`config.mk`:
```
export PLATFORM = sky130hd
export DESIGN_NAME = uart_clk_cmd
export DESIGN_NICKNAME = d
export VERILOG_FILES = /design/src/rtl/uart_clk_cmd_pkg.sv /design/src/rtl/uart_clk_cmd.sv /design/src/rtl/pin_sync.sv /design/src/rtl/baud_divider.sv
export SDC_FILE = /design/constraint.sdc
export NUM_CORES = 1
export LEC_CHECK = 0
export ABC_CLOCK_PERIOD_IN_PS = 5000
export BUFFER_PORTS_ARGS = -buffer_cell sky130_fd_sc_hd__buf_2
export CAP_MARGIN = 20
export CORE_UTILIZATION = 61
export DETAILED_ROUTE_END_ITERATION = 7
export GPL_ROUTABILITY_DRIVEN = 1
export PLACE_DENSITY = 0.88
export SYNTH_ARGS = -nofsm -noshare
export SYNTH_HDL_FRONTEND = slang
export SYNTH_SLANG_ARGS = --single-unit
```
`constraint.sdc`:
```
create_clock -name pclk -period 5 [get_ports pclk]
set_input_delay 0.25 -clock pclk [delete_from_list [all_inputs] [get_ports pclk]]
set_output_delay 0.25 -clock pclk [all_outputs]
set_load 0.01 [all_outputs]
```
`src/rtl/uart_clk_cmd_pkg.sv`:
```
// Shared constants for the dual-channel clock select and command block
package uart_clk_cmd_pkg;

  // Printed register indices; byte address is four times the index
  localparam int unsigned IDX_CHAN_A_CLOCK_SELECT = 32'h1;
  localparam int unsigned IDX_CHAN_A_COMMAND      = 32'h2;
  localparam int unsigned IDX_CHAN_B_CLOCK_SELECT = 32'h9;
  localparam int unsigned IDX_CHAN_B_COMMAND      = 32'ha;

  localparam int unsigned ADDR_W = 8;

  localparam logic [7:0] ADDR_CHAN_A_CLOCK_SELECT = 8'(IDX_CHAN_A_CLOCK_SELECT * 4);
  localparam logic [7:0] ADDR_CHAN_A_COMMAND      = 8'(IDX_CHAN_A_COMMAND * 4);
  localparam logic [7:0] ADDR_CHAN_B_CLOCK_SELECT = 8'(IDX_CHAN_B_CLOCK_SELECT * 4);
  localparam logic [7:0] ADDR_CHAN_B_COMMAND      = 8'(IDX_CHAN_B_COMMAND * 4);
  localparam logic [7:0] ADDR_EXT_MODE_A          = 8'h40;
  localparam logic [7:0] ADDR_EXT_MODE_B          = 8'h44;
  localparam logic [7:0] ADDR_AUXILIARY_CONTROL   = 8'h48;
  localparam logic [7:0] ADDR_STATUS_A            = 8'h50;
  localparam logic [7:0] ADDR_STATUS_B            = 8'h54;

  // Command register fields
  localparam int unsigned CMD_RX_ENABLE  = 0;
  localparam int unsigned CMD_RX_DISABLE = 1;
  localparam int unsigned CMD_TX_ENABLE  = 2;
  localparam int unsigned CMD_TX_DISABLE = 3;
  localparam int unsigned CMD_CODE_LSB   = 4;

  // Extended mode register and auxiliary control fields
  localparam int unsigned MODE_EXT_I_BIT     = 0;
  localparam int unsigned MODE_EXT_II_BIT    = 2;
  localparam int unsigned MODE_MULTIDROP_BIT = 3;
  localparam int unsigned MODE_WAKEUP_BIT    = 4;
  localparam int unsigned AUX_RATE_SET_BIT   = 7;

  // Status register fields
  localparam int unsigned STAT_RX_ENABLED = 0;
  localparam int unsigned STAT_TX_ENABLED = 1;
  localparam int unsigned STAT_TX_READY   = 2;
  localparam int unsigned STAT_TX_EMPTY   = 3;
  localparam int unsigned STAT_RX_RUN     = 4;
  localparam int unsigned STAT_TX_RUN     = 5;

  // Clock select codes
  localparam logic [3:0] SEL_TIMER  = 4'hd;
  localparam logic [3:0] SEL_PIN_16 = 4'he;
  localparam logic [3:0] SEL_PIN_1X = 4'hf;

  // Miscellaneous command codes
  localparam logic [3:0] CMD_NOP          = 4'h0;
  localparam logic [3:0] CMD_MR_PTR_RESET = 4'h1;
  localparam logic [3:0] CMD_RX_RESET     = 4'h2;
  localparam logic [3:0] CMD_TX_RESET     = 4'h3;
  localparam logic [3:0] CMD_ERR_RESET    = 4'h4;
  localparam logic [3:0] CMD_BRK_CLEAR    = 4'h5;

  localparam logic [7:0] CSR_RESET  = 8'h00;
  localparam logic [7:0] MODE_RESET = 8'h00;
  localparam logic [7:0] AUX_RESET  = 8'h00;

  localparam int unsigned DIV_W = 13;
  localparam int unsigned PCLK_HZ_DEFAULT    = 100_000_000;
  localparam int unsigned CRYSTAL_HZ_DEFAULT = 3_686_400;
  // Least ratio of bus clock to crystal so every crystal edge is seen
  localparam int unsigned MIN_CLOCK_RATIO = 4;

  typedef enum logic [1:0] {
    RATE_NORMAL,
    RATE_EXT_I,
    RATE_EXT_II
  } rate_mode_type;

endpackage

```
`src/rtl/uart_clk_cmd.sv`:
```
// Clock select and command decode for two serial channels, APB slave
//
// Register access over APB was decided locally.
`timescale 1ns/1ns
module uart_clk_cmd #(
  parameter int unsigned PCLK_HZ    = uart_clk_cmd_pkg::PCLK_HZ_DEFAULT,
  parameter int unsigned CRYSTAL_HZ = uart_clk_cmd_pkg::CRYSTAL_HZ_DEFAULT
) (
  input  wire logic        pclk,
  input  wire logic        presetn,
  input  wire logic        psel,
  input  wire logic        penable,
  input  wire logic        pwrite,
  input  wire logic [7:0]  paddr,
  input  wire logic [31:0] pwdata,
  output logic      [31:0] prdata,
  output logic             pready,
  output logic             pslverr,
  input  wire logic        crystal_clock_input,
  input  wire logic        input_pin_three,
  input  wire logic        input_pin_four,
  input  wire logic        input_pin_five,
  input  wire logic        input_pin_six,
  input  wire logic        timer_tick,
  input  wire logic [1:0]  tx_idle,
  input  wire logic [1:0]  tx_fifo_room,
  output logic      [1:0]  rx_clk_tick,
  output logic      [1:0]  rx_clk_one_x,
  output logic      [1:0]  tx_clk_tick,
  output logic      [1:0]  tx_clk_one_x,
  output logic      [1:0]  rx_run,
  output logic      [1:0]  tx_run,
  output logic      [1:0]  transmit_ready_flag,
  output logic      [1:0]  transmit_empty_flag,
  output logic      [1:0]  rx_search_start,
  output logic      [1:0]  mode_register_pointer_reset,
  output logic      [1:0]  rx_reset,
  output logic      [1:0]  tx_reset,
  output logic      [1:0]  error_status_reset,
  output logic      [1:0]  break_change_clear,
  output logic      [1:0]  misc_cmd_strobe,
  output logic      [7:0]  misc_cmd_code
);

  typedef struct packed {
    logic [1:0][7:0] csr;
    logic [1:0][7:0] mode;
    logic [7:0]      aux;
    logic [1:0]      rx_en;
    logic [1:0]      tx_en;
    logic [1:0]      tx_rdy;
    logic [1:0]      tx_emt;
    logic [4:0]      pin_prev;
    logic [31:0]     prdata;
    logic            pready;
    logic            pslverr;
    logic [1:0]      rx_tick;
    logic [1:0]      rx_one_x;
    logic [1:0]      tx_tick;
    logic [1:0]      tx_one_x;
    logic [1:0]      rx_run;
    logic [1:0]      tx_run;
    logic [1:0]      rx_search;
    logic [1:0]      mr_ptr_rst;
    logic [1:0]      rx_rst;
    logic [1:0]      tx_rst;
    logic [1:0]      err_rst;
    logic [1:0]      brk_clr;
    logic [1:0]      misc_stb;
    logic [1:0][3:0] misc_code;
  } top_state_type;

  localparam int unsigned DW = uart_clk_cmd_pkg::DIV_W;

  top_state_type state_ff;
  top_state_type nxt_state;

  logic [4:0]        pin_sync_lvl;
  logic [4:0]        pin_rise;
  logic              crystal_step;
  logic [3:0][3:0]   sel_code;
  logic [3:0][DW-1:0] sel_div;
  logic [3:0]        div_tick;
  logic [3:0]        sel_pin;
  logic [3:0]        sel_tick;
  logic [3:0]        sel_one_x;
  logic [1:0]        cmd_wr;
  logic [1:0]        csr_wr;
  logic              write_go;
  logic [3:0]        wr_code;
  logic [1:0]        tx_kill;
  logic [1:0]        tx_wake;

  generate
    if (PCLK_HZ < uart_clk_cmd_pkg::MIN_CLOCK_RATIO * CRYSTAL_HZ) begin : g_bad_clock
      $error("uart_clk_cmd needs pclk at least four times the crystal rate");
    end
  endgenerate

  // Rate table expressed as crystal edges per 16x period
  function automatic logic [DW-1:0] baud_divisor(
    input uart_clk_cmd_pkg::rate_mode_type m,
    input logic                            set1,
    input logic [3:0]                      code
  );
    logic [DW-1:0] d;
    d = 13'h0001;
    case (m)
      uart_clk_cmd_pkg::RATE_EXT_II: begin
        case (code)
          4'h0: d = set1 ? 13'h0020 : 13'h0030;
          4'h1: d = 13'h0106;
          4'h2: d = 13'h00d6;
          4'h3: d = set1 ? 13'h0010 : 13'h000c;
          4'h4: d = 13'h0008;
          4'h5: d = 13'h0004;
          4'h6: d = 13'h0002;
          4'h7: d = set1 ? 13'h0073 : 13'h00dc;
          4'h8: d = 13'h0004;
          4'h9: d = 13'h0030;
          4'ha: d = set1 ? 13'h0010 : 13'h0004;
          4'hb: d = 13'h0018;
          4'hc: d = set1 ? 13'h000c : 13'h0006;
          default: d = 13'h0001;
        endcase
      end
      uart_clk_cmd_pkg::RATE_EXT_I: begin
        case (code)
          4'h0: d = set1 ? 13'h0200 : 13'h0300;
          4'h1: d = 13'h0830;
          4'h2: d = 13'h06b0;
          4'h3: d = set1 ? 13'h0100 : 13'h00c0;
          4'h4: d = 13'h0080;
          4'h5: d = 13'h0040;
          4'h6: d = 13'h0020;
          4'h7: d = set1 ? 13'h0073 : 13'h00dc;
          4'h8: d = 13'h0010;
          4'h9: d = 13'h0008;
          4'ha: d = set1 ? 13'h0080 : 13'h0020;
          4'hb: d = 13'h0004;
          4'hc: d = set1 ? 13'h0002 : 13'h0001;
          default: d = 13'h0001;
        endcase
      end
      default: begin
        case (code)
          4'h0: d = set1 ? 13'h0c00 : 13'h1200;
          4'h1: d = 13'h0830;
          4'h2: d = 13'h06b0;
          4'h3: d = set1 ? 13'h0600 : 13'h0480;
          4'h4: d = 13'h0300;
          4'h5: d = 13'h0180;
          4'h6: d = 13'h00c0;
          4'h7: d = set1 ? 13'h0073 : 13'h00dc;
          4'h8: d = 13'h0060;
          4'h9: d = 13'h0030;
          4'ha: d = set1 ? 13'h0080 : 13'h0020;
          4'hb: d = 13'h0018;
          4'hc: d = set1 ? 13'h000c : 13'h0006;
          default: d = 13'h0001;
        endcase
      end
    endcase
    return d;
  endfunction

  function automatic uart_clk_cmd_pkg::rate_mode_type rate_mode(input logic [7:0] mode);
    uart_clk_cmd_pkg::rate_mode_type r;
    r = uart_clk_cmd_pkg::RATE_NORMAL;
    if (mode[uart_clk_cmd_pkg::MODE_EXT_II_BIT]) begin
      r = uart_clk_cmd_pkg::RATE_EXT_II;
    end else if (mode[uart_clk_cmd_pkg::MODE_EXT_I_BIT]) begin
      r = uart_clk_cmd_pkg::RATE_EXT_I;
    end
    return r;
  endfunction

  pin_sync #(
    .WIDTH (5)
  ) u_pin_sync (
    .pclk     (pclk),
    .presetn  (presetn),
    .async_in ({crystal_clock_input, input_pin_six, input_pin_five,
                input_pin_four, input_pin_three}),
    .sync_out (pin_sync_lvl)
  );

  assign pin_rise     = pin_sync_lvl & ~state_ff.pin_prev;
  assign crystal_step = pin_rise[4];

  // Selector order: 0 receiver A, 1 transmitter A, 2 receiver B, 3 transmitter B
  assign sel_code[0] = state_ff.csr[0][7:4];
  assign sel_code[1] = state_ff.csr[0][3:0];
  assign sel_code[2] = state_ff.csr[1][7:4];
  assign sel_code[3] = state_ff.csr[1][3:0];
  assign sel_pin[0]  = pin_rise[1];
  assign sel_pin[1]  = pin_rise[0];
  assign sel_pin[2]  = pin_rise[3];
  assign sel_pin[3]  = pin_rise[2];

  generate
    for (genvar i = 0; i < 4; i++) begin : g_sel
      assign sel_div[i] = baud_divisor(rate_mode(state_ff.mode[i/2]),
                                       state_ff.aux[uart_clk_cmd_pkg::AUX_RATE_SET_BIT],
                                       sel_code[i]);

      baud_divider #(
        .DIV_W (DW)
      ) u_div (
        .pclk    (pclk),
        .presetn (presetn),
        .step    (crystal_step),
        .divisor (sel_div[i]),
        .tick    (div_tick[i])
      );

      always_comb begin
        if (sel_code[i] == uart_clk_cmd_pkg::SEL_TIMER) begin
          sel_tick[i] = timer_tick;
        end else if (sel_code[i] >= uart_clk_cmd_pkg::SEL_PIN_16) begin
          sel_tick[i] = sel_pin[i];
        end else begin
          sel_tick[i] = div_tick[i];
        end
      end

      // Only the 1x pin code hands the shifter an unscaled clock
      assign sel_one_x[i] = (sel_code[i] == uart_clk_cmd_pkg::SEL_PIN_1X);
    end
  endgenerate

  assign write_go = psel && penable && state_ff.pready && pwrite;
  assign wr_code  = pwdata[uart_clk_cmd_pkg::CMD_CODE_LSB +: 4];
  assign cmd_wr[0] = write_go && (paddr == uart_clk_cmd_pkg::ADDR_CHAN_A_COMMAND);
  assign cmd_wr[1] = write_go && (paddr == uart_clk_cmd_pkg::ADDR_CHAN_B_COMMAND);
  assign csr_wr[0] = write_go && (paddr == uart_clk_cmd_pkg::ADDR_CHAN_A_CLOCK_SELECT);
  assign csr_wr[1] = write_go && (paddr == uart_clk_cmd_pkg::ADDR_CHAN_B_CLOCK_SELECT);

  always_comb begin
    nxt_state            = state_ff;
    nxt_state.pready     = 1'b0;
    nxt_state.pslverr    = 1'b0;
    nxt_state.pin_prev   = pin_sync_lvl;
    nxt_state.rx_search  = '0;
    nxt_state.mr_ptr_rst = '0;
    nxt_state.rx_rst     = '0;
    nxt_state.tx_rst     = '0;
    nxt_state.err_rst    = '0;
    nxt_state.brk_clr    = '0;
    nxt_state.misc_stb   = '0;
    tx_kill              = '0;
    tx_wake              = '0;

    // Setup phase prepares the answer so the access phase ends on its first edge
    if (psel && !penable) begin
      nxt_state.pready = 1'b1;
      nxt_state.prdata = '0;
      if (paddr == uart_clk_cmd_pkg::ADDR_EXT_MODE_A) begin
        nxt_state.prdata[7:0] = state_ff.mode[0];
      end else if (paddr == uart_clk_cmd_pkg::ADDR_EXT_MODE_B) begin
        nxt_state.prdata[7:0] = state_ff.mode[1];
      end else if (paddr == uart_clk_cmd_pkg::ADDR_AUXILIARY_CONTROL) begin
        nxt_state.prdata[7:0] = state_ff.aux;
      end else if (paddr == uart_clk_cmd_pkg::ADDR_STATUS_A) begin
        nxt_state.prdata[5:0] = {state_ff.tx_run[0], state_ff.rx_run[0],
                                 state_ff.tx_emt[0], state_ff.tx_rdy[0],
                                 state_ff.tx_en[0], state_ff.rx_en[0]};
      end else if (paddr == uart_clk_cmd_pkg::ADDR_STATUS_B) begin
        nxt_state.prdata[5:0] = {state_ff.tx_run[1], state_ff.rx_run[1],
                                 state_ff.tx_emt[1], state_ff.tx_rdy[1],
                                 state_ff.tx_en[1], state_ff.rx_en[1]};
      end else if ((paddr == uart_clk_cmd_pkg::ADDR_CHAN_A_CLOCK_SELECT) ||
                   (paddr == uart_clk_cmd_pkg::ADDR_CHAN_A_COMMAND) ||
                   (paddr == uart_clk_cmd_pkg::ADDR_CHAN_B_CLOCK_SELECT) ||
                   (paddr == uart_clk_cmd_pkg::ADDR_CHAN_B_COMMAND)) begin
        nxt_state.prdata = '0;
      end else begin
        nxt_state.pslverr = 1'b1;
      end
    end

    if (write_go) begin
      if (paddr == uart_clk_cmd_pkg::ADDR_EXT_MODE_A) begin
        nxt_state.mode[0] = pwdata[7:0];
      end else if (paddr == uart_clk_cmd_pkg::ADDR_EXT_MODE_B) begin
        nxt_state.mode[1] = pwdata[7:0];
      end else if (paddr == uart_clk_cmd_pkg::ADDR_AUXILIARY_CONTROL) begin
        nxt_state.aux = pwdata[7:0];
      end
    end

    for (int c = 0; c < 2; c++) begin
      if (csr_wr[c]) begin
        nxt_state.csr[c] = pwdata[7:0];
      end
      if (cmd_wr[c]) begin
        if (pwdata[uart_clk_cmd_pkg::CMD_RX_ENABLE]) begin
          nxt_state.rx_en[c] = 1'b1;
          if (!state_ff.mode[c][uart_clk_cmd_pkg::MODE_WAKEUP_BIT]) begin
            nxt_state.rx_search[c] = 1'b1;
          end
        end
        // A disable written with an enable wins, the safer reading of a conflict
        if (pwdata[uart_clk_cmd_pkg::CMD_RX_DISABLE]) begin
          nxt_state.rx_en[c]     = 1'b0;
          nxt_state.rx_search[c] = 1'b0;
        end
        if (pwdata[uart_clk_cmd_pkg::CMD_TX_ENABLE]) begin
          nxt_state.tx_en[c] = 1'b1;
          tx_wake[c]         = 1'b1;
        end
        if (pwdata[uart_clk_cmd_pkg::CMD_TX_DISABLE]) begin
          nxt_state.tx_en[c] = 1'b0;
          tx_kill[c]         = 1'b1;
        end
        nxt_state.misc_code[c] = wr_code;
        case (wr_code)
          uart_clk_cmd_pkg::CMD_NOP: begin
          end
          uart_clk_cmd_pkg::CMD_MR_PTR_RESET: begin
            nxt_state.mr_ptr_rst[c] = 1'b1;
          end
          uart_clk_cmd_pkg::CMD_RX_RESET: begin
            nxt_state.rx_rst[c]    = 1'b1;
            nxt_state.rx_en[c]     = 1'b0;
            nxt_state.rx_search[c] = 1'b0;
          end
          uart_clk_cmd_pkg::CMD_TX_RESET: begin
            nxt_state.tx_rst[c] = 1'b1;
            nxt_state.tx_en[c]  = 1'b0;
            tx_kill[c]          = 1'b1;
          end
          uart_clk_cmd_pkg::CMD_ERR_RESET: begin
            nxt_state.err_rst[c] = 1'b1;
          end
          uart_clk_cmd_pkg::CMD_BRK_CLEAR: begin
            nxt_state.brk_clr[c] = 1'b1;
          end
          default: begin
            nxt_state.misc_stb[c] = 1'b1;
          end
        endcase
      end

      if (tx_kill[c]) begin
        nxt_state.tx_rdy[c] = 1'b0;
        nxt_state.tx_emt[c] = 1'b0;
      end else if (tx_wake[c] && tx_idle[c]) begin
        nxt_state.tx_rdy[c] = 1'b1;
        nxt_state.tx_emt[c] = 1'b1;
      end else if (state_ff.tx_en[c]) begin
        nxt_state.tx_rdy[c] = tx_fifo_room[c];
        nxt_state.tx_emt[c] = tx_idle[c];
      end

      // Disabled transmitter keeps shifting until its queue is empty
      nxt_state.tx_run[c] = nxt_state.tx_en[c] || !tx_idle[c];
      nxt_state.rx_run[c] = nxt_state.rx_en[c] ||
                            state_ff.mode[c][uart_clk_cmd_pkg::MODE_MULTIDROP_BIT];
    end

    nxt_state.rx_tick  = {sel_tick[2], sel_tick[0]};
    nxt_state.tx_tick  = {sel_tick[3], sel_tick[1]};
    nxt_state.rx_one_x = {sel_one_x[2], sel_one_x[0]};
    nxt_state.tx_one_x = {sel_one_x[3], sel_one_x[1]};
  end

  always_ff @(posedge pclk or negedge presetn) begin
    if (!presetn) begin
      state_ff <= '0;
    end else begin
      state_ff <= nxt_state;
    end
  end

  assign prdata                     = state_ff.prdata;
  assign pready                     = state_ff.pready;
  assign pslverr                    = state_ff.pslverr;
  assign rx_clk_tick                = state_ff.rx_tick;
  assign rx_clk_one_x               = state_ff.rx_one_x;
  assign tx_clk_tick                = state_ff.tx_tick;
  assign tx_clk_one_x               = state_ff.tx_one_x;
  assign rx_run                     = state_ff.rx_run;
  assign tx_run                     = state_ff.tx_run;
  assign transmit_ready_flag        = state_ff.tx_rdy;
  assign transmit_empty_flag        = state_ff.tx_emt;
  assign rx_search_start            = state_ff.rx_search;
  assign mode_register_pointer_reset = state_ff.mr_ptr_rst;
  assign rx_reset                   = state_ff.rx_rst;
  assign tx_reset                   = state_ff.tx_rst;
  assign error_status_reset         = state_ff.err_rst;
  assign break_change_clear         = state_ff.brk_clr;
  assign misc_cmd_strobe            = state_ff.misc_stb;
  assign misc_cmd_code              = {state_ff.misc_code[1], state_ff.misc_code[0]};

endmodule // uart_clk_cmd

```
`src/rtl/pin_sync.sv`:
```
// Two-flop synchroniser for a group of asynchronous input pins
`timescale 1ns/1ns
module pin_sync #(
  parameter int unsigned WIDTH = 5
) (
  input  wire logic             pclk,
  input  wire logic             presetn,
  input  wire logic [WIDTH-1:0] async_in,
  output logic      [WIDTH-1:0] sync_out
);

  typedef struct packed {
    logic [WIDTH-1:0] meta;
    logic [WIDTH-1:0] sync;
  } sync_state_type;

  sync_state_type state_ff;
  sync_state_type nxt_state;

  generate
    if (WIDTH < 1) begin : g_bad_width
      $error("pin_sync needs WIDTH of at least 1");
    end
  endgenerate

  always_comb begin
    nxt_state      = state_ff;
    nxt_state.meta = async_in;
    nxt_state.sync = state_ff.meta;
  end

  always_ff @(posedge pclk or negedge presetn) begin
    if (!presetn) begin
      state_ff <= '0;
    end else begin
      state_ff <= nxt_state;
    end
  end

  assign sync_out = state_ff.sync;

endmodule // pin_sync

```
`src/rtl/baud_divider.sv`:
```
// Divides crystal edges into one tick per 16x period
`timescale 1ns/1ns
module baud_divider #(
  parameter int unsigned DIV_W = 13
) (
  input  wire logic             pclk,
  input  wire logic             presetn,
  input  wire logic             step,
  input  wire logic [DIV_W-1:0] divisor,
  output logic                  tick
);

  typedef struct packed {
    logic [DIV_W-1:0] count;
    logic [DIV_W-1:0] last_div;
    logic             tick;
  } div_state_type;

  div_state_type state_ff;
  div_state_type nxt_state;

  generate
    if (DIV_W < 2) begin : g_bad_width
      $error("baud_divider needs DIV_W of at least 2");
    end
  endgenerate

  always_comb begin
    nxt_state          = state_ff;
    nxt_state.tick     = 1'b0;
    nxt_state.last_div = divisor;
    // A new rate restarts the count so no shortened period reaches the shifter
    if (divisor != state_ff.last_div) begin
      nxt_state.count = '0;
    end else if (step) begin
      if (state_ff.count >= divisor - DIV_W'(1)) begin
        nxt_state.count = '0;
        nxt_state.tick  = 1'b1;
      end else begin
        nxt_state.count = state_ff.count + DIV_W'(1);
      end
    end
  end

  always_ff @(posedge pclk or negedge presetn) begin
    if (!presetn) begin
      state_ff <= '0;
    end else begin
      state_ff <= nxt_state;
    end
  end

  assign tick = state_ff.tick;

endmodule // baud_divider

```
; After elaboration in Yosys (flattened, before gate mapping)
; Index checks and enable logic that the tools add are counted.
[word_totals]
ff_bits = 215
latch_bits = 0
mem_bits_rw = 0
romBits = 0
input_bits = 55
word_cells = 319
mem_count = 0
[op_classes]
add_sub_neg = 8
multipliers = 0
div = 0
order_cmp = 8
eq_ne = 78
shifts = 0
n_mux = 138
bitwise = 4
reduce_logical = 39
[ops]
columns = cell, count
row1 = case mux 13 bit (13 select lines), 4
row2 = case mux 12 bit (13 select lines), 4
row3 = case mux 9 bit (12 select lines), 4
row4 = two-way mux 13 bit, 13
row5 = "== test 4 bit, second input constant", 28
row6 = case mux 13 bit (2 select lines), 4
row7 = two-way mux 1 bit, 91
row8 = "== test 4 x 3 -> 1 bit, second input constant", 18
row9 = "adder 13 x 1 -> 13 bit, second input constant", 4
row10 = greater-or-equal comparator 13 bit, 4
row11 = inequality test 13 bit, 4
row12 = "subtractor 13 x 1 -> 13 bit, second input constant", 4
row13 = "== test 4 x 2 -> 1 bit, second input constant", 10
row14 = "== test 8 x 7 -> 1 bit, second input constant", 5
row15 = two-way mux 8 bit, 5
row16 = "== test 4 x 1 -> 1 bit, second input constant", 5
row17 = zero test 4 bit, 5
row18 = two-way mux 9 bit, 2
row19 = "== test 8 x 6 -> 1 bit, second input constant", 2
row20 = "greater-or-equal comparator 4 bit, second input constant", 4
row21 = two-way mux 5 bit, 3
row22 = two-way mux 6 bit, 2
row23 = logical AND 1 bit, 10
row24 = two-way mux 10 bit, 1
row25 = other kinds (18), 39

; Depth between registers and ports, before layout
[depth]
word_depth = 11
mapped_depth = 20
depth_no_buf = 16

; By module
; Synthesis repeated with hierarchy kept, for this count alone.
[hier_totals]
cells_unflattened = 1580
hier_area_um2 = 14357.5
[modules_own_cells]
columns = module, n_inst, cells_each, area_each_um2
row1 = uart_clk_cmd, 1, 866, 7159.4
row2 = baud_divider at g_sel[0].u_div ..., 3, 176, 1735.4
row3 = baud_divider at g_sel[2].u_div, 1, 176, 1741.7
row4 = pin_sync, 1, 10, 250.2

; Least setup slack after synthesis
; No wires, ideal clock.
[synth_timing]
kind = reg-to-reg
from = register state_ff[88] (netlist name)
to = register g_sel[2].u_div.state_ff[17] (netlist name)
setup_ns = 0.083
t_arrival_ns = 4.306
setup_slack_ns = 0.611
path_stages_with_launch = 21
n_path_buf = 5
cell_sequence = dfrtp_1 -> buf_2 -> buf_4 -> buf_6 -> buf_2 -> nand4_1 -> a31oi_1 -> a41oi_1 -> ha_1 -> nor4b_1 -> nand4b_1 -> nor4_1 -> nor2_1 -> ha_1 -> a21o_1 -> a21o_1 -> a221o_1 -> a41oi_1 -> clkbuf_1 -> nand3_1 -> a31oi_1
[synth_between]
elab_chain_cells = 8
elab_cells_between_ends = 22
classes_between = add/sub: 1 / order compare: 1 / eq/ne: 1 / mux: 18 / reduce/logical: 1
[synth_lines]
columns = element, line_no
row1 = start: declaration, uart_clk_cmd.sv:75  ; top_state_type state_ff;
row2 = start signal: assignment, uart_clk_cmd.sv:372  ; state_ff <= nxt_state;
row3 = "two-way mux 8 bit, or another cell as far along", "uart_clk_cmd.sv:118, uart_clk_cmd.sv:136, uart_clk_cmd.sv:154"
row4 = "case mux 13 bit (13 select lines), or another cell as far along", uart_clk_cmd.sv:146  ; case (code)
row5 = case mux 13 bit (2 select lines) *, uart_clk_cmd.sv:108  ; case (m)
row6 = subtractor 13 x 1 -> 13 bit, baud_divider.sv:36  ; if (state_ff.count >= divisor - DIV_W'(1)) begin
row7 = greater-or-equal comparator 13 bit, baud_divider.sv:36
row8 = two-way mux 13 bit, baud_divider.sv:36
row9 = two-way mux 13 bit, baud_divider.sv:35  ; end else if (step) begin
row10 = two-way mux 13 bit, baud_divider.sv:33  ; if (divisor != state_ff.last_div) begin
row11 = end signal: assignment, baud_divider.sv:49  ; state_ff <= nxt_state;
row12 = end: declaration, baud_divider.sv:19  ; div_state_type state_ff;
; Mark *: on every way between the ends. The rest lies on a longest branch, timed or not. The select of a mux whose other input is x is not followed.
; A chain may end at the register's enable or synchronous reset.

; Final worst setup path
[layout_timing]
from = register state_ff (netlist bit sel_code[5])
to = register g_sel[1].u_div.state_ff[19] (netlist name)
[layout_between]
elab_chain_cells = 9
elab_cells_between_ends = 25
classes_between = add/sub: 1 / order compare: 1 / eq/ne: 13 / mux: 7 / reduce/logical: 3
[layout_lines]
columns = element, line_no
row1 = == test 4 bit or == test 4 x 3 -> 1 bit (tied branches), "uart_clk_cmd.sv:110, uart_clk_cmd.sv:128, uart_clk_cmd.sv:146"
row2 = OR reduction 2 bit (no line), --
row3 = case mux 9 bit (12 select lines), uart_clk_cmd.sv:110  ; case (code)
row4 = case mux 13 bit (2 select lines) *, uart_clk_cmd.sv:108
row5 = via g_sel[1].u_div.divisor[5], baud_divider.sv:9  ; input wire logic [DIV_W-1:0] divisor,
row6 = subtractor 13 x 1 -> 13 bit, baud_divider.sv:36
row7 = greater-or-equal comparator 13 bit, baud_divider.sv:36
row8 = two-way mux 13 bit, baud_divider.sv:36
row9 = two-way mux 13 bit, baud_divider.sv:35
row10 = two-way mux 13 bit, baud_divider.sv:33
row11 = end signal: assignment, baud_divider.sv:49
row12 = end: declaration, baud_divider.sv:19
; Mark *: on every way through the listed nets, which the timed path passes. The rest lies on a longest branch. The select of a mux whose other input is x is not followed.

==> summary.txt <==
Setup path
  – Crit-path cells: and4b_1, a211oi_1, o2111ai_1, or2_1, nor3_1, nor3b_1, mux2i_1, ha_1, a21o_1, a21o_1, a2bb2oi_1, o211ai_1, buf_4, nor2_1, nand3b_1, a211oi_1
  – Crit Reg-Reg Endpoint: g_sel[1].u_div.state_ff[19]
  – Startpoint types: flip-flop
  – CP required: 5440 ps
  – Reg-to-Reg Start: sel_code[5]
  – Reg2Reg Setup Slack: 360 ps
  – CP max FO: 25
  – Worst path max stage delay: 810 ps
  – Critical path type: reg2reg
  – CP Capture Type: flip-flop
  – Slowest CP cell: dfrtp_1
  – Crit path DAT: 5080 ps
  – FF-to-FF path depth: 16

STA
  – Max frequency: 215 MHz
  – RSZ-0062 raised after global routing: false
  – Fin. Hold Viols: 0
  – Fraction of the cycle the final worst path needs: 0.929
  – Final Skew: 25.9 ps
  – Setup TNS: 0 ps
  – Slew Limit Headroom: 0.231
  – Final setup fails: 0
  – Slew Limit Fails: 0
  – Hold Slack: 24.8 ps
  – Slew @ Worst Pin: 1140 ps
  – Final min period: 4640 ps

Synthesis
  – YS warnings: 0
  – Seq cells post-synth: 215
  – Mux contribution to synthesized area: 0.0365
  – Ys async rst share: 1.00
  – Synth unique cells: 93
  – Post-synth EDFFs: 0
  – Compound-Gate Fraction of Synth Area: 0.174
  – Syn Area/Cell: 8.85 µm²
  – Post-synth top flop: dfrtp_1
  – Seq/Total Area, Yosys: 0.366
  – Synth Area in Simple Gates: 0.235
  – Post-synthesis adder-cell area fraction: 0.0510
  – Mapped cell area: 14,700 µm²
  – Mapped Cells: 1,662
  – Largest family of logic cells by synthesized area: simple AND/OR/NAND/NOR gates
  – Xor-xnor portion of the synthesized cell area: 0.0500

Clock network
  – Number of buffers created by CTS: 24
  – CTS Root Cell: clkbuf_16
  – TritonCTS clock tree: yes
  – Clock latency on the worst-skew pair: 540 ps
  – Clk buf depth: 3
  – H-tree Lvls: 1
  – CTS Sinks: 215
  – Clock transition at path regs: 60 ps

Layout
  – Most common cell after layout, fill and taps aside: dfrtp_1
  – Most frequent cells in the layout: dfrtp_1 (214), nand2_1 (144), nor2_1 (106)
  – Nets: 1,784
  – Layout cells sized above 1: 0.156
  – Fillers: 1,777
  – Synth-to-Final Area Change: 8.33%

Placed design
  – Dpl hpwl: 24,900 µm
  – # port buffers: 78
  – Final GP Congestion: 0.946

Job
  – Max-cap violation count: 0

Global routing
  – GRT Total Usage: 0.295
  – Wire length of the first global-routing pass: 59,600 µm
  – Global Route met1 Usage: 0.370
  – GRT met3 Usage: 0.0452
  – M2 GR Usage: 0.507
  – Most Used Layer, Global Route: met2
  – Vias in the first global route: 12,436
  – Initial antenna violation count: 1
  – Aggregate global routing overflow: 0
  – Largest net degree at the start of global routing: 117

Route
  – Remaining DRCs: 0
  – Vias per cell: 6.43
  – Drt total wl: 36,100 µm
  – DR iter-0 viols: 1,541
  – DR pass1 iterations: 7
  – DR vias: 12,904
  – DR WL/cell: 18.0 µm
  – Post-route ant nets: 0

Die
  – Top Ports: 127
  – DIE WIDTH: 157 µm
  – Die Y: 157 µm
  – Row Count: 56
  – Initial core utilization: 0.625
  – Core Box Area: 23,500 µm²
  – Die area: 24,700 µm²

Hold path
  – Hold path start: pwdata[3]
  – Hold crit path type: in2reg
  – Hold path depth: 3
  – Hold Path End: sel_code[7]

Status
  – Status: complete, no violations

Power and ir drop
  – P per Cell Area: 270 nW/µm²
  – Worst VDD drop: 0.000224 V
  – Leakage: 0.00756 µW
==> worst max-delay path: cells and delay by family (launching register included) <==
| family | cells | cell delay (ps) |
|---|---|---|
| fa+ha+maj | 1 | 260 |
| simple gates | 6 | 1500 |
| buf+inv | 1 | 240 |
| compound gates | 7 | 1510 |
| flops | 1 | 810 |
| mux | 1 | 240 |
==> routing by layer <==
metal | share of wire | vias up
met5 | 0 | -
met4 | 0.036 | 0
met3 | 0.065 | 132
met2 | 0.50 | 562
met1 | 0.40 | 6251
li1 | - | 5959
==> power by group <==
group / switching, µW / internal [µW]
combinational: 300 / 191
clock: 757 / 1140
sequential: 99.9 / 1820
==> stage by stage <==
stage                     setup WS [ps]  power, µW  utilization  instance area [µm²]  instances
after global placement              395       2390        0.636                15000       1950
after global routing               16.4       4480        0.677                15900       2006
after floorplan                     611       2280            -                14800       1685
final                               357       4310        0.677                15900       2007
after detailed placement            146       2430        0.636                15000       1950
after CTS                           128       4320        0.675                15900       2002
==> registers in the layout, indices dropped and copies added (netlist names), 4 cells and up <==
signal                cells
prdata                    8
g_sel.u_div.state_ff    104
u_pin_sync.sync_out       5
u_pin_sync.nxt_state      5
sel_code                 16
misc_cmd_code             8
g_sel.u_div.tick          4
state_ff                 33
==> layout make-up <==
| cell class | count | area, µm² | area share |
|---|---|---|---|
| clock buffers | 28 | 646 | 0.0405 |
| clock inverters | 16 | 209 | 0.0131 |
| flip-flops and latches | 215 | 5380 | 0.338 |
| well taps | 319 | 399 | 0.0250 |
| diodes | 1 | 2.50 | 0.000157 |
| inverters | 59 | 221 | 0.0139 |
| multi-input cells | 1226 | 8150 | 0.511 |
| repair buffers | 143 | 933 | 0.0586 |
==> timing repair <==
| action | CTS | global route |
|---|---|---|
| setup endpoints to repair | 0 | 21 |
| buffers inserted | 0 | 4 |
| gates resized for setup | 0 | 2 |
| hold endpoints to repair | 106 | 0 |
| hold buffers | 8 | 0 |
==> cells in the mapped netlist (36+ instances only) <==
master    number  area share
nor3_1        61       0.021
xnor2_1       48       0.029
ha_1          60       0.051
nand2_1      144       0.037
dfrtp_1      215        0.37
mux2_2        37       0.028
inv_1         57       0.015
a21oi_1       81       0.028
o21ai_0       73       0.025
buf_4         76       0.039
nand3_1       53       0.018
nor2_1       107       0.027
clkbuf_1      65       0.017
xor2_1        36       0.021
==> logic make-up (layout without fill, tap and decap cells) <==
group / Yosys count / count (layout)
compound gates: 376 / 376
xor+xnor: 84 / 84
fa+ha+maj: 60 / 60
buf+inv: 244 / 246
flops: 215 / 215
mux: 49 / 49
other cells: 1 / 25
simple gates: 633 / 633
==> worst max-delay path by stage <==
stage,endpoint,slack [ps],depth (start not counted),start
after floorplan,g_sel[2].u_div.state_ff[17],610,20,state_ff[88]
after global placement,g_sel[1].u_div.state_ff[25],400,16,sel_code[5]
after detailed placement,g_sel[0].u_div.state_ff[17],150,15,state_ff[88]
after global routing,g_sel[1].u_div.state_ff[19],20,16,sel_code[5]
after CTS,g_sel[0].u_div.state_ff[17],130,15,state_ff[88]
final,g_sel[1].u_div.state_ff[19],360,16,sel_code[5]
Note: power is estimated with default switching activity, not from simulation.
